### src/pkg/spk_drv_pkg.sv
// Package with register map, field layout and timing for the speaker driver control registers.
package spk_drv_pkg;

  // ==========================================================================
  // Register indices and byte addresses
  // ==========================================================================
  // Printed offsets 2A and 2B are not multiples of four, so all three offsets are indices.
  localparam logic [7:0] left_speaker_driver_ctrl_idx = 8'h2a;
  localparam logic [7:0] right_speaker_driver_ctrl_idx = 8'h2b;
  localparam logic [7:0] headphone_driver_ctrl_idx = 8'h2c;
  localparam int addr_width = 12;
  localparam logic [11:0] left_ctrl_addr = {2'h0, left_speaker_driver_ctrl_idx, 2'h0};
  localparam logic [11:0] right_ctrl_addr = {2'h0, right_speaker_driver_ctrl_idx, 2'h0};

  // ==========================================================================
  // Field layout
  // ==========================================================================
  localparam int reserved_hi_msb = 7;
  localparam int reserved_hi_lsb = 5;
  localparam int gain_msb = 4;
  localparam int gain_lsb = 3;
  localparam int unmute_bit = 2;
  localparam int reserved_lo_bit = 1;
  localparam int applied_bit = 0;
  localparam int reg_width = 8;
  localparam logic [1:0] gain_reset = 2'h0;
  localparam logic unmute_reset = 1'b0;

  // Output stage gain codes.
  typedef enum logic [1:0] {
    gain_6db = 2'h0,
    gain_12db = 2'h1,
    gain_18db = 2'h2,
    gain_24db = 2'h3
  } spk_gain_t;

  // ==========================================================================
  // Apply timing
  // ==========================================================================
  localparam int clk_freq_hz = 50000000;
  localparam int apply_time_ns = 100;
  localparam int apply_cycles = (apply_time_ns * (clk_freq_hz / 1000000) + 999) / 1000;
  localparam int apply_cnt_width = 4;
  localparam logic [3:0] apply_cnt_last = 4'(apply_cycles - 1);

  // Per-channel apply sequencer.
  typedef enum logic [1:0] {
    st_applied = 2'b00,
    st_settling = 2'b01
  } apply_state_t;

endpackage

### src/core/speaker_driver_ctrl_regs.sv
// APB register bank for the left and right speaker driver controls.
//
// The implementer's own choice: the APB register port.
`timescale 1ns/10ps

// What this block does
// Software writes zeros to bits 7..5; they reset to zero.
// Left gain bits 4..3 select 6, 12, 18 or 24 dB; reset 00.
// Right gain bits 4..3 use the same encoding independently; reset 00.
// Left bit 2: 0 mutes, 1 unmutes; reset muted.
// Right bit 2: 0 mutes, 1 unmutes; reset muted.
// Software writes zero to bit 1; it resets to zero.
// Left bit 0 read-only, 1 once programmed gains applied; reset 0.
// Right bit 0 read-only, 1 once programmed gains applied; reset 0.
// Status clears on gain or mute write, sets after settling, ignores writes.
module speaker_driver_ctrl_regs
  import spk_drv_pkg::*;
(
  // Clock and reset
  input wire logic pclk,
  input wire logic presetn,
  // APB slave
  input wire logic psel,
  input wire logic penable,
  input wire logic pwrite,
  input wire logic [11:0] paddr,
  input wire logic [31:0] pwdata,
  output logic [31:0] prdata,
  output logic pready,
  output logic pslverr,
  // Driver controls
  output logic [1:0] left_speaker_driver_gain,
  output logic left_speaker_driver_unmute,
  output logic [1:0] right_speaker_driver_gain,
  output logic right_speaker_driver_unmute
);

  // ==========================================================================
  // Bus decode
  // ==========================================================================
  logic access;
  logic hit_left;
  logic hit_right;
  logic wr_left;
  logic wr_right;

  // A write lands in the access cycle, the one cycle in which pready is high.
  assign access = psel & penable;
  assign hit_left = (paddr == left_ctrl_addr);
  assign hit_right = (paddr == right_ctrl_addr);
  assign wr_left = access & pwrite & hit_left;
  assign wr_right = access & pwrite & hit_right;

  // ==========================================================================
  // Control fields
  // ==========================================================================
  // Reserved bits are not stored, so they always read zero.
  logic [1:0] lgain_reg, lgain_next;
  logic lmute_reg, lmute_next;
  logic [1:0] rgain_reg, rgain_next;
  logic rmute_reg, rmute_next;

  always_comb begin
    lgain_next = lgain_reg;
    lmute_next = lmute_reg;
    rgain_next = rgain_reg;
    rmute_next = rmute_reg;
    if (wr_left) begin
      lgain_next = pwdata[gain_msb:gain_lsb];
      lmute_next = pwdata[unmute_bit];
    end
    if (wr_right) begin
      rgain_next = pwdata[gain_msb:gain_lsb];
      rmute_next = pwdata[unmute_bit];
    end
  end

  always_ff @(posedge pclk or negedge presetn) begin
    if (!presetn) begin
      lgain_reg <= gain_reset;
      lmute_reg <= unmute_reset;
      rgain_reg <= gain_reset;
      rmute_reg <= unmute_reset;
    end else begin
      lgain_reg <= lgain_next;
      lmute_reg <= lmute_next;
      rgain_reg <= rgain_next;
      rmute_reg <= rmute_next;
    end
  end

  // ==========================================================================
  // Apply status sequencers
  // ==========================================================================
  // A fixed settle count stands in for the analog ramp; a rewrite restarts it.
  // A write in the cycle that the count expires wins over the set, since its new
  // setting is still pending and the status must not claim otherwise.
  apply_state_t lst_reg, lst_next, rst_reg, rst_next;
  logic [3:0] lcnt_reg, lcnt_next, rcnt_reg, rcnt_next;
  logic lapplied_reg, lapplied_next, rapplied_reg, rapplied_next;

  always_comb begin
    lst_next = lst_reg;
    lcnt_next = lcnt_reg;
    lapplied_next = lapplied_reg;
    if (wr_left) begin
      lst_next = st_settling;
      lcnt_next = '0;
      lapplied_next = 1'b0;
    end else begin
      case (lst_reg)
        st_settling: begin
          if (lcnt_reg == apply_cnt_last) begin
            lst_next = st_applied;
            lapplied_next = 1'b1;
          end else begin
            lcnt_next = lcnt_reg + 4'h1;
          end
        end
        st_applied: begin
          lst_next = st_applied;
        end
        default: begin
          lst_next = st_applied;
        end
      endcase
    end
  end

  always_comb begin
    rst_next = rst_reg;
    rcnt_next = rcnt_reg;
    rapplied_next = rapplied_reg;
    if (wr_right) begin
      rst_next = st_settling;
      rcnt_next = '0;
      rapplied_next = 1'b0;
    end else begin
      case (rst_reg)
        st_settling: begin
          if (rcnt_reg == apply_cnt_last) begin
            rst_next = st_applied;
            rapplied_next = 1'b1;
          end else begin
            rcnt_next = rcnt_reg + 4'h1;
          end
        end
        st_applied: begin
          rst_next = st_applied;
        end
        default: begin
          rst_next = st_applied;
        end
      endcase
    end
  end

  always_ff @(posedge pclk or negedge presetn) begin
    if (!presetn) begin
      lst_reg <= st_applied;
      lcnt_reg <= '0;
      lapplied_reg <= 1'b0;
      rst_reg <= st_applied;
      rcnt_reg <= '0;
      rapplied_reg <= 1'b0;
    end else begin
      lst_reg <= lst_next;
      lcnt_reg <= lcnt_next;
      lapplied_reg <= lapplied_next;
      rst_reg <= rst_next;
      rcnt_reg <= rcnt_next;
      rapplied_reg <= rapplied_next;
    end
  end

  // ==========================================================================
  // Read path
  // ==========================================================================
  logic [31:0] prdata_next;
  logic pslverr_next;
  logic pready_next;

  always_comb begin
    prdata_next = '0;
    // Bits 7..5 and 1 are never stored and read back zero.
    if (hit_left) begin
      prdata_next[gain_msb:gain_lsb] = lgain_reg;
      prdata_next[unmute_bit] = lmute_reg;
      prdata_next[applied_bit] = lapplied_reg;
    end else if (hit_right) begin
      prdata_next[gain_msb:gain_lsb] = rgain_reg;
      prdata_next[unmute_bit] = rmute_reg;
      prdata_next[applied_bit] = rapplied_reg;
    end
    // The headphone register lives outside this bank, so it answers with an error.
    pslverr_next = psel & ~penable & ~(hit_left | hit_right);
    pready_next = psel & ~penable;
  end

  // Read data and error are registered in the setup cycle, so every access
  // completes in its first access cycle with flopped outputs.
  always_ff @(posedge pclk or negedge presetn) begin
    if (!presetn) begin
      prdata <= '0;
      pslverr <= 1'b0;
      pready <= 1'b0;
    end else begin
      prdata <= prdata_next;
      pslverr <= pslverr_next;
      pready <= pready_next;
    end
  end

  // ==========================================================================
  // Driver outputs
  // ==========================================================================
  // Straight from the control flops, so the analog side never sees decode glitches.
  assign left_speaker_driver_gain = lgain_reg;
  assign left_speaker_driver_unmute = lmute_reg;
  assign right_speaker_driver_gain = rgain_reg;
  assign right_speaker_driver_unmute = rmute_reg;

endmodule

### config.mk
export PLATFORM = sky130hd
export DESIGN_NAME = speaker_driver_ctrl_regs
export DESIGN_NICKNAME = d
export VERILOG_FILES = /design/src/pkg/spk_drv_pkg.sv /design/src/core/speaker_driver_ctrl_regs.sv
export SDC_FILE = /design/constraint.sdc
export NUM_CORES = 1
export LEC_CHECK = 0
export ABC_AREA = 1
export BUFFER_PORTS_ARGS = -buffer_cell sky130_fd_sc_hd__buf_2
export CAP_MARGIN = 20
export CORE_MARGIN = 10
export CORE_UTILIZATION = 45
export CTS_CLUSTER_DIAMETER = 80
export DETAILED_ROUTE_END_ITERATION = 8
export MAX_ROUTING_LAYER = met4
export PLACE_DENSITY = 0.84
export SLEW_MARGIN = 10
export SYNTH_ARGS = -nofsm -noshare
export SYNTH_HDL_FRONTEND = slang
export SYNTH_SLANG_ARGS = --single-unit
### constraint.sdc
create_clock -name pclk -period 2.59 [get_ports pclk]
set_input_delay 0.1295 -clock pclk [delete_from_list [all_inputs] [get_ports pclk]]
set_output_delay 0.1295 -clock pclk [all_outputs]
set_load 0.01 [all_outputs]
### Word-level counts from Yosys, hierarchy flattened

Index checks and enable logic that the tools add are counted.

* add/subtract/negate cells: 2
* equal/unequal tests: 10
* multiplexer cells: 22
* bitwise logic cells: 9
* reduce and logical (&&, ||, !) cells: 8

Operators by type and width (count)
* 12-bit by 8-bit equality test with 1-bit output (second input constant): 2
* 4-bit 2-to-1 mux: 6
* 2-bit 2-to-1 mux: 6
* 4-bit by 1-bit adder with 4-bit output (second input constant): 2
* 4-bit by 3-bit equality test with 1-bit output (second input constant): 2
* 1-bit 2-to-1 mux: 8
* 2-bit AND reduction: 4
* 2-bit nonzero test: 4
* 1-bit AND: 6
* 3-bit 2-to-1 mux: 2
* 3-bit != test (second input constant): 2
* 2-bit by 1-bit equality test with 1-bit output (second input constant): 2
* 2-bit != test (second input constant): 2
* 1-bit inverter: 2
* 1-bit bitwise OR: 1

* bits in registers: 26
* output and inout port bits: 40

### Depth between registers and ports, before layout

Gate-level depths: netlist (run 1).

* word-level depth: 5
* gate-level depth with buffers: 9
* depth with buffers taken out: 9

### Least setup slack after synthesis (run 1)

No wires, ideal clock.

* path type: register to register
* from: reg lcnt_reg[0]
* to: reg lcnt_reg[2]
* library setup time: 0.115 ns
* arrival time: 1.066 ns
* required time: 2.475 ns
* path slack: 1.409 ns
* cell stages (with the launch flop): 10
* buffers on the path: 0
* period minus slack after synthesis: 1.181 ns
* cell sequence: dfrtp_1 inv_1 ha_1 nand3_1 nand2_1 inv_1 nand2_1 nand2_1 nand2_1 nor2_1

* longest elaborated chain between the ends: 4
* elaborated cells on any way between the ends: 7
* classes of those cells: 1 x add/sub; 2 x eq/ne; 3 x mux; 1 x reduce/logical

Ends and longest elaborated chain
* start: declaration: RTL line speaker_driver_ctrl_regs.sv:99 `logic [3:0] lcnt_reg, lcnt_next, rcnt_reg, rcnt_next;`
* start signal: assignment: RTL line speaker_driver_ctrl_regs.sv:168 `lcnt_reg <= lcnt_next;`
* 4-bit by 1-bit adder with 4-bit output: RTL line speaker_driver_ctrl_regs.sv:117 `lcnt_next = lcnt_reg + 4'h1;`
* 4-bit 2-to-1 mux: RTL line speaker_driver_ctrl_regs.sv:113 `if (lcnt_reg == apply_cnt_last) begin`
* 4-bit 2-to-1 mux: RTL line speaker_driver_ctrl_regs.sv:111 `case (lst_reg)`
* 4-bit 2-to-1 mux: RTL line speaker_driver_ctrl_regs.sv:106 `if (wr_left) begin`

Several ways; a longest one is shown, not always the timed one. The select of a mux whose other input is x is not followed.
A chain may end at the register's enable or synchronous reset.

### Final worst setup path (run 1)

Same ends and word-level chain as after synthesis.

==> run metrics, run 1 <==
routability cong.=0.764; ANT cells=0; number of global-route vias before repair=1067; CP Data Arrival Time=1.63 ns; Area Overhead vs Synth=9.61%; outcome=complete, no violations; Initial Util=0.464; required time of the worst setup path=2.84 ns; max_cap viols=0; crit-path cells=inv_1 -> ha_1 -> nand3_1 -> nand2_1 -> inv_1 -> nand2_1 -> nand2_1 -> nand2_1 -> nor2_1; Inserted Clock Buffers=3; Reg clk slew, reported paths=0.13 ns; FF+latch count, synth=24; largest net degree at the start of global routing=25; Seq/Total Area, Yosys=0.427; Hold Worst Slack=0.0603 ns; Iteration-0 DRC Markers=50; Skew-Pair Late Insertion Delay=0.31 ns; mapped cell area=1410 µm²; CP max stage cell=dfrtp_1; Mapped Cells=169; dpl hpwl=2350 µm; Yosys cell types=16; final hold violations=0; Die X=75.9 µm; pwr dens=420 nW/µm²; CTS sink count=24; Top Ports=89; Worst VDD drop=210 µV; DRC=0; area of the multi-input gates=584 µm²; Yosys top cell area share=0.427; critical path peak fanout=6; CTS max path bufs=2; Leak Pwr=0.920 nW; fill count=297; RSZ-0062 raised after global routing=false; Worst setup EP type=register; min Tclk post-route=1.38 ns; slowest stage delay, CP=0.44 ns; CP dominant cell by count=nand2_1; largest area contributor in the netlist=dfrtp_1; # Post-CTS Setup Buffers=0; fraction of layout cells with a size suffix above 1=0.236; Storage cell area=601 µm²; site row count=20; Setup Viol. Count Final=0; Final ANT Viol Nets=0; CTS tree=done; core area=3030 µm²; Root Buffer=clkbuf_4; Die Span Y=75.9 µm; Overall Global Routing Usage=0.102; first-pass GRT wire length=4930 µm; initial antenna violation count=0; vias post-DR=1052; die area=5760 µm²; Synth area leaders=dfrtp_1, buf_4, nand2_1; Routed WL=2860 µm; maximum clock rate=726 MHz; GRT overflow=0; pins over their slew limit=0; Wirelength per Cell=11.6 µm; number of buffers added on ports=31; Avg Inst Size Synth=8.32 µm²; period utilization=0.532; setup TNS=0 ns; relative max-transition margin=0.657; worst-margin pin slew=0.514 ns; Tightest Hold Check Type=input port to register; skew final=0.00109 ns; Worst Setup Path Type=register to register; CTS H-tree depth=1; nets=257; DR vias/cell=4.26; yosys warns=0; drt pass-1 iters=5; CP Launch Type=register
synthesized netlist by cell type (all sizes together):
cell type   n
nor2       16
and3        1
dfrtp      24
inv        24
conb        1
buf        30
ha          4
nand2      39
nand3      19
o21ai      11
per-layer routing:
layer  GRT usage  vias to the layer above  wire, µm
met5           -                        -         0
met3      0.0318                        4       250
met4      0.0455                        0        44
met2       0.150                       48      1270
li1            -                      530         -
met1       0.124                      470      1290
cell usage in the layout (no fill, tap or decap):
master         instances
nand2_1               38
conb_1                28
and3_1                 1
nand3_1               17
nand3_4                2
o21ai_0                4
dlygate4sd3_1          2
buf_2                 31
ha_1                   4
clkbuf_8               1
nor2_4                 1
nor2_1                13
dfrtp_1               24
nor2_2                 2
clkbuf_4               3
nand2_2                1
o21ai_2                7
inv_1                 24
kinds of logic after synthesis:
logic type	share of synthesized area
AOI/OAI and AO/OA	0.0578
adders and majority gates	0.0356
buffers and inverters	0.230
DFF	0.427
other	0.00267
and+or+nand+nor	0.247
final timing paths:
| check | to | slack (ns) | start | cells after the start |
|---|---|---|---|---|
| max in group asynchronous | rcnt_reg[3]$_DFFE_PN0P_ | 1.94 | presetn | 2 |
| worst min register to register | prdata[4]$_DFF_PN0_ | 0.52 | left_speaker_driver_gain[1]$_DFFE_PN0P_ | 2 |
| worst min-delay path | pready$_DFF_PN0_ | 0.06 | psel | 3 |
| worst max-delay path | lcnt_reg[2]$_DFFE_PN0P_ | 1.21 | lcnt_reg[0]$_DFFE_PN0P_ | 9 |
| min in group asynchronous | rcnt_reg[1]$_DFFE_PN0P_ | 0.30 | presetn | 2 |
| worst max register to register | lcnt_reg[2]$_DFFE_PN0P_ | 1.21 | lcnt_reg[0]$_DFFE_PN0P_ | 9 |
power breakdown:
group          leakage (nW)  internal, mW  switching [mW]
combinational         0.587        0.0208          0.0471
clock                0.0210        0.0858           0.110
sequential            0.312         0.380         0.00392
total                 0.920         0.487           0.161
layout make-up:
class,count,share of cell area
timing repair buffer,33,0.114
sequential,24,0.390
tap,44,0.0357
multi-input combinational,118,0.379
inverter,24,0.0584
clock buffer,4,0.0235
critical path, delay by kind of cell (launching register included):
family,cells,cell delay (ns)
simple gates,6,0.46
flops,1,0.44
buf+inv,2,0.23
fa+ha+maj,1,0.19
timing repair:
action / CTS / global route
hold endpoints to repair: 25 / 0
hold buffers: 2 / 0
endpoints found under the setup margin: 0 / 0
gates resized for setup: 0 / 0
metrics by stage:
stage          power (mW)  instances  cell area [µm²]  utilization  setup WS, ns
6_report            0.647        247             1540        0.509          1.21
5_1_grt             0.675        247             1540        0.509          1.05
4_1_cts             0.648        247             1540        0.509          1.24
2_1_floorplan       0.459        196             1510            -          1.41
3_5_place_dp        0.455        241             1490        0.490          1.26
3_3_place_gp        0.454        241             1490        0.490          1.29
No activity file was read; power rests on OpenSTA's default activity.
==> run 2: changes to the inputs <==
CORE_UTILIZATION = 42   (was 45)
PLACE_DENSITY = 0.79   (was 0.84)
clock period = 1.3 ns   (was 2.59 ns; I/O delays follow)
==> run metrics, run 2 (synthesis gave the netlist of run 1 again) <==
Critical R2R Capture=lcnt_reg[2]$_DFFE_PN0P_ (unchanged); critical path peak fanout=5 (was 6); fraction of layout cells with a size suffix above 1=0.302 (was 0.236); Overall Global Routing Usage=0.0912 (was 0.102); initial antenna violation count=0 (unchanged); Setup Viol. Count Final=0 (unchanged); pwr dens=786 nW/µm² (was 420 nW/µm²); site row count=20 (unchanged); Initial Util=0.450 (was 0.464); CP Launch Type=register (unchanged); CTS H-tree depth=1 (unchanged); maximum clock rate=839 MHz (was 726 MHz); die area=6060 µm² (was 5760 µm²); commonest non-fill, non-tap cell in the layout=nand2_1 (unchanged); Worst Setup Path Type=register to register (unchanged); number of global-route vias before repair=1047 (was 1067); Iteration-0 DRC Markers=33 (was 50); core area=3130 µm² (was 3030 µm²); nets=266 (was 257); Power, Total=1.30 mW (was 647 µW); min Tclk post-route=1.19 ns (was 1.38 ns); Reg2Reg Setup Slack=0.11 ns (was 1.21 ns); Tightest Hold Check Type=input port to register (unchanged); routability cong.=0.777 (was 0.764); largest net degree at the start of global routing=25 (unchanged); CTS sink count=24 (unchanged); Die Span Y=77.9 µm (was 75.9 µm); outcome=complete, no violations (unchanged); final hold violations=0 (unchanged); reg2reg path depth=9 (unchanged); Setup WS pre-CTS=0.0300 ns (was 1.26 ns); DRC=0 (unchanged); Leak Pwr=0.992 nW (was 0.920 nW); placed instance count=246 (was 241); Area Overhead vs Synth=17.1% (was 9.61%); fin util=0.526 (was 0.509); Routed WL=2830 µm (was 2860 µm); period utilization=0.917 (was 0.532); first-pass GRT wire length=4520 µm (was 4930 µm); worst-margin pin slew=0.513 ns (was 0.514 ns); Final WS setup=0.108 ns (was 1.21 ns); Hold Worst Slack=0.0304 ns (was 0.0603 ns); Hold Path Origin=pwdata[4] (was psel); pins over their slew limit=0 (unchanged); drt pass-1 iters=4 (was 5); CP Data Arrival Time=1.41 ns (was 1.63 ns); ANT cells=0 (unchanged); Die X=77.9 µm (was 75.9 µm); fill count=303 (was 297); CTS max path bufs=2 (unchanged); skew final=0.000942 ns (was 0.00109 ns); required time of the worst setup path=1.52 ns (was 2.84 ns); dpl hpwl=2270 µm (was 2350 µm); Root Buffer=clkbuf_4 (unchanged); Worst VDD drop=279 µV (was 210 µV); Hold EP=left_speaker_driver_gain[1]$_DFFE_PN0P_ (was pready$_DFF_PN0_); Final ANT Viol Nets=0 (unchanged); Inserted Clock Buffers=3 (unchanged); Top Ports=89 (unchanged); non-filler instance count after layout=256 (was 247); vias post-DR=1093 (was 1052); hold path depth=3 (unchanged); Wirelength per Cell=11.0 µm (was 11.6 µm); commonest cells after routing, fill and taps aside=nand2_1, buf_2, conb_1 (unchanged); CTS tree=done (unchanged); Reg clk slew, reported paths=0.12 ns (was 0.13 ns); Skew-Pair Late Insertion Delay=0.31 ns (about the same); GRT overflow=0 (unchanged); relative max-transition margin=0.658 (was 0.657); RR Startpoint=lcnt_reg[0]$_DFFE_PN0P_ (unchanged); number of buffers added on ports=31 (unchanged); DR vias/cell=4.27 (was 4.26); Worst setup EP type=register (unchanged); max_cap viols=0 (unchanged)
run 2: changes by cell type in the layout (fill, tap and decap cells not counted), moves of 2 or more:
cell,previous run,this run
buf_4,0,8
inv_1,24,22
nand2_1,38,36
nand3_1,17,15
run 2: worst max-delay path by stage:
stage                                       start                       to  slack (ns)  cells after the start
after detailed placement  lcnt_reg[0]$_DFFE_PN0P_  lcnt_reg[2]$_DFFE_PN0P_        0.03                      9
final                     lcnt_reg[0]$_DFFE_PN0P_  lcnt_reg[2]$_DFFE_PN0P_        0.11                      9
after floorplan           lcnt_reg[0]$_DFFE_PN0P_  lcnt_reg[2]$_DFFE_PN0P_        0.12                      9
after global routing      rcnt_reg[0]$_DFFE_PN0P_  rcnt_reg[2]$_DFFE_PN0P_      -0.001                      9
after CTS                 rcnt_reg[0]$_DFFE_PN0P_  rcnt_reg[2]$_DFFE_PN0P_       0.002                      9
after global placement    rcnt_reg[0]$_DFFE_PN0P_  rcnt_reg[2]$_DFFE_PN0P_        0.05                      9
run 2: metrics by stage:
stage                     setup TNS (ns)  instance area (µm²)
after floorplan                        0                 1510
after detailed placement               0                 1520
after global placement                 0                 1520
after global routing           -0.000972                 1650
after CTS                              0                 1590
final                                  0                 1650
run 2: worst max-delay path, stage by stage (launching register included):
cell	delay, ns
dfrtp_1	0.40
inv_1	0.08
ha_2	0.20
nand3_4	0.08
nand2_4	0.11
inv_4	0.04
nand2_1	0.05
nand2_1	0.05
nand2_1	0.05
nor2_1	0.04
run 2: final cells by class:
class / count / area, µm² / share of cell area
multi-input cells: 118 / 617 / 0.375
inverters: 24 / 92.6 / 0.0562
well taps: 44 / 55.1 / 0.0334
clock buffers: 4 / 36.3 / 0.0220
repair buffers: 42 / 245 / 0.149
flip-flops and latches: 24 / 601 / 0.365
run 2: repair_timing:
item | in CTS | in global routing
resized for setup | 0 | 11
endpoints found under the setup margin | 0 | 11
hold endpoints to repair | 25 | 0
buffers inserted | 0 | 3
hold buffers | 3 | 0
run 2: where the power goes:
part | leakage (nW) | switching (mW) | internal (mW)
Combinational | 0.658 | 0.101 | 0.0541
Clock | 0.0210 | 0.207 | 0.171
Sequential | 0.312 | 0.00564 | 0.757
Total | 0.992 | 0.313 | 0.982
run 2: metal layers:
layer  wire [µm]  track usage
met5           0            -
met4          61       0.0493
met3         301       0.0334
met2        1240        0.138
met1        1230        0.103
==> run 3: changes to the inputs <==
GPL_TIMING_DRIVEN = 0   (was not set)
==> run metrics, run 3 (synthesis gave the netlist of run 1 again) <==
max_cap viols=0 (unchanged); maximum clock rate=790 MHz (was 839 MHz); Leak Pwr=1.16 nW (was 0.992 nW); CTS max path bufs=2 (unchanged); Inserted Clock Buffers=3 (unchanged); number of global-route vias before repair=1092 (was 1047); CTS H-tree depth=1 (unchanged); routability cong.=0.797 (was 0.777); Worst setup EP type=register (unchanged); Worst VDD drop=256 µV (was 279 µV); Setup Viol. Count Final=0 (unchanged); required time of the worst setup path=1.56 ns (was 1.52 ns); GRT overflow=0 (unchanged); CP max stage cell=dfrtp_1 (unchanged); commonest cells after routing, fill and taps aside=nand2_1, buf_4, buf_2 (was nand2_1, buf_2, conb_1); Top Ports=89 (unchanged); core area=3130 µm² (unchanged); CP dominant cell by count=inv_1 (was nand2_1); CP Data Arrival Time=1.53 ns (was 1.41 ns); Initial Util=0.450 (unchanged); die area=6060 µm² (unchanged); Setup WS pre-CTS=-0.0575 ns (was 0.0300 ns); placed cell area=1720 µm² (was 1520 µm²); Die X=77.9 µm (unchanged); worst-margin pin slew=0.520 ns (was 0.513 ns); drt pass-1 iters=5 (was 4); Final ANT Viol Nets=0 (unchanged); pins over their slew limit=0 (unchanged); Area Overhead vs Synth=33.8% (was 17.1%); Worst Setup Path Type=register to register (unchanged); crit-path cells=inv_1 -> ha_1 -> nand3_2 -> o21ai_0 -> nand2_1 -> inv_1 (was inv_1 -> ha_2 -> nand3_4 -> nand2_4 -> inv_4 -> nand2_1 -> nand2_1 -> nand2_1 -> nor2_1); critical path peak fanout=2 (was 5); relative max-transition margin=0.653 (was 0.658); Tightest Hold Check Type=input port to register (unchanged); Design Area, Final=1880 µm² (was 1650 µm²); min Tclk post-route=1.27 ns (was 1.19 ns); Skew-Pair Late Insertion Delay=0.31 ns (about the same); Die Span Y=77.9 µm (unchanged); initial antenna violation count=0 (unchanged); CTS sink count=24 (unchanged); final hold violations=0 (unchanged); Routed WL=3210 µm (was 2830 µm); CTS tree=done (unchanged); skew final=0.00525 ns (was 0.000942 ns); slowest stage delay, CP=0.40 ns (about the same); Reg clk slew, reported paths=0.13 ns (was 0.12 ns); Bufs and invs on worst path=2 (unchanged); Wirelength per Cell=11.2 µm (was 11.0 µm); number of buffers added on ports=31 (unchanged); Root Buffer=clkbuf_4 (unchanged); ANT cells=0 (unchanged); Final WS setup=0.0348 ns (was 0.108 ns); DRC=0 (unchanged); vias post-DR=1184 (was 1093); pwr dens=728 nW/µm² (was 786 nW/µm²); fraction of layout cells with a size suffix above 1=0.393 (was 0.302); Overall Global Routing Usage=0.0994 (was 0.0912); DR vias/cell=4.14 (was 4.27); Crit path max-delay family=flip-flops (unchanged); period utilization=0.973 (was 0.917); commonest non-fill, non-tap cell in the layout=nand2_1 (unchanged); outcome=complete, no violations (unchanged); site row count=20 (unchanged); nets=296 (was 266); CP Launch Type=register (unchanged); dpl hpwl=2400 µm (was 2270 µm); first-pass GRT wire length=4860 µm (was 4520 µm); Iteration-0 DRC Markers=65 (was 33); largest net degree at the start of global routing=25 (unchanged)
==> run 3: cell type report <==
type | count | area, µm²
fillers | 278 | 1250
multi-input cells | 118 | 609
flip-flops and latches | 24 | 601
repair buffers | 42 | 258
plain buffers | 30 | 233
inverters | 24 | 90.1
well taps | 44 | 55.1
clock buffers | 4 | 36.3
==> run 3: worst paths after layout <==
| path | start | endpoint | slack (ns) | cells past startpoint |
|---|---|---|---|---|
| max | rcnt_reg[0]$_DFFE_PN0P_ | rapplied_reg$_DFFE_PN0P_ | 0.03 | 6 |
| min | pwdata[3] | right_speaker_driver_gain[0]$_DFFE_PN0P_ | 0.02 | 3 |
| max reg2reg | rcnt_reg[0]$_DFFE_PN0P_ | rapplied_reg$_DFFE_PN0P_ | 0.03 | 6 |
| min reg2reg | left_speaker_driver_unmute$_DFFE_PN0P_ | left_speaker_driver_unmute$_DFFE_PN0P_ | 0.53 | 2 |
| max in group asynchronous | presetn | lcnt_reg[3]$_DFFE_PN0P_ | 0.68 | 2 |
| min in group asynchronous | presetn | rcnt_reg[0]$_DFFE_PN0P_ | 0.27 | 2 |
==> run 3: timing repair <==
action / in CTS / in global routing
resized for setup: 2 / 9
pin swaps: 0 / 2
endpoints found under the hold margin: 25 / 0
endpoints found under the setup margin: 6 / 9
hold buffers: 3 / 0
buffers inserted: 4 / 4
==> run 3: per-stage QoR <==
| stage | hold WS [ns] | std cells | setup TNS, ns | power, mW | util |
|---|---|---|---|---|---|
| final | 0.0225 | 286 | 0 | 1.37 | 0.602 |
| after floorplan | -0.231 | 196 | 0 | 0.914 | - |
| after global routing | 0.0282 | 286 | -0.140 | 1.43 | 0.602 |
| after global placement | 0.0628 | 271 | 0 | 0.965 | 0.549 |
| after detailed placement | 0.0662 | 271 | -0.113 | 0.968 | 0.549 |
| after CTS | 0.0270 | 282 | 0 | 1.36 | 0.580 |
==> run 3: routing by layer <==
metal / up-vias / part of all wire / global-route usage
met5: - / 0 / -
met4: 0 / 0.039 / 0.0566
met3: 11 / 0.096 / 0.0311
met2: 58 / 0.43 / 0.154
met1: 503 / 0.43 / 0.111
li1: 612 / - / -
==> run 3: report_power, final <==
group          internal, mW  leakage (nW)  switching [mW]
clock network         0.171        0.0210           0.215
registers             0.757         0.312         0.00618
logic                 0.106         0.827           0.114
==> run 3: worst reg2reg max path, stage by stage, from the launching register on <==
cell and delay, ns:
dfrtp_1 0.40, inv_1 0.09, ha_1 0.19, nand3_2 0.11, o21ai_0 0.23, nand2_1 0.12
inv_1 0.07
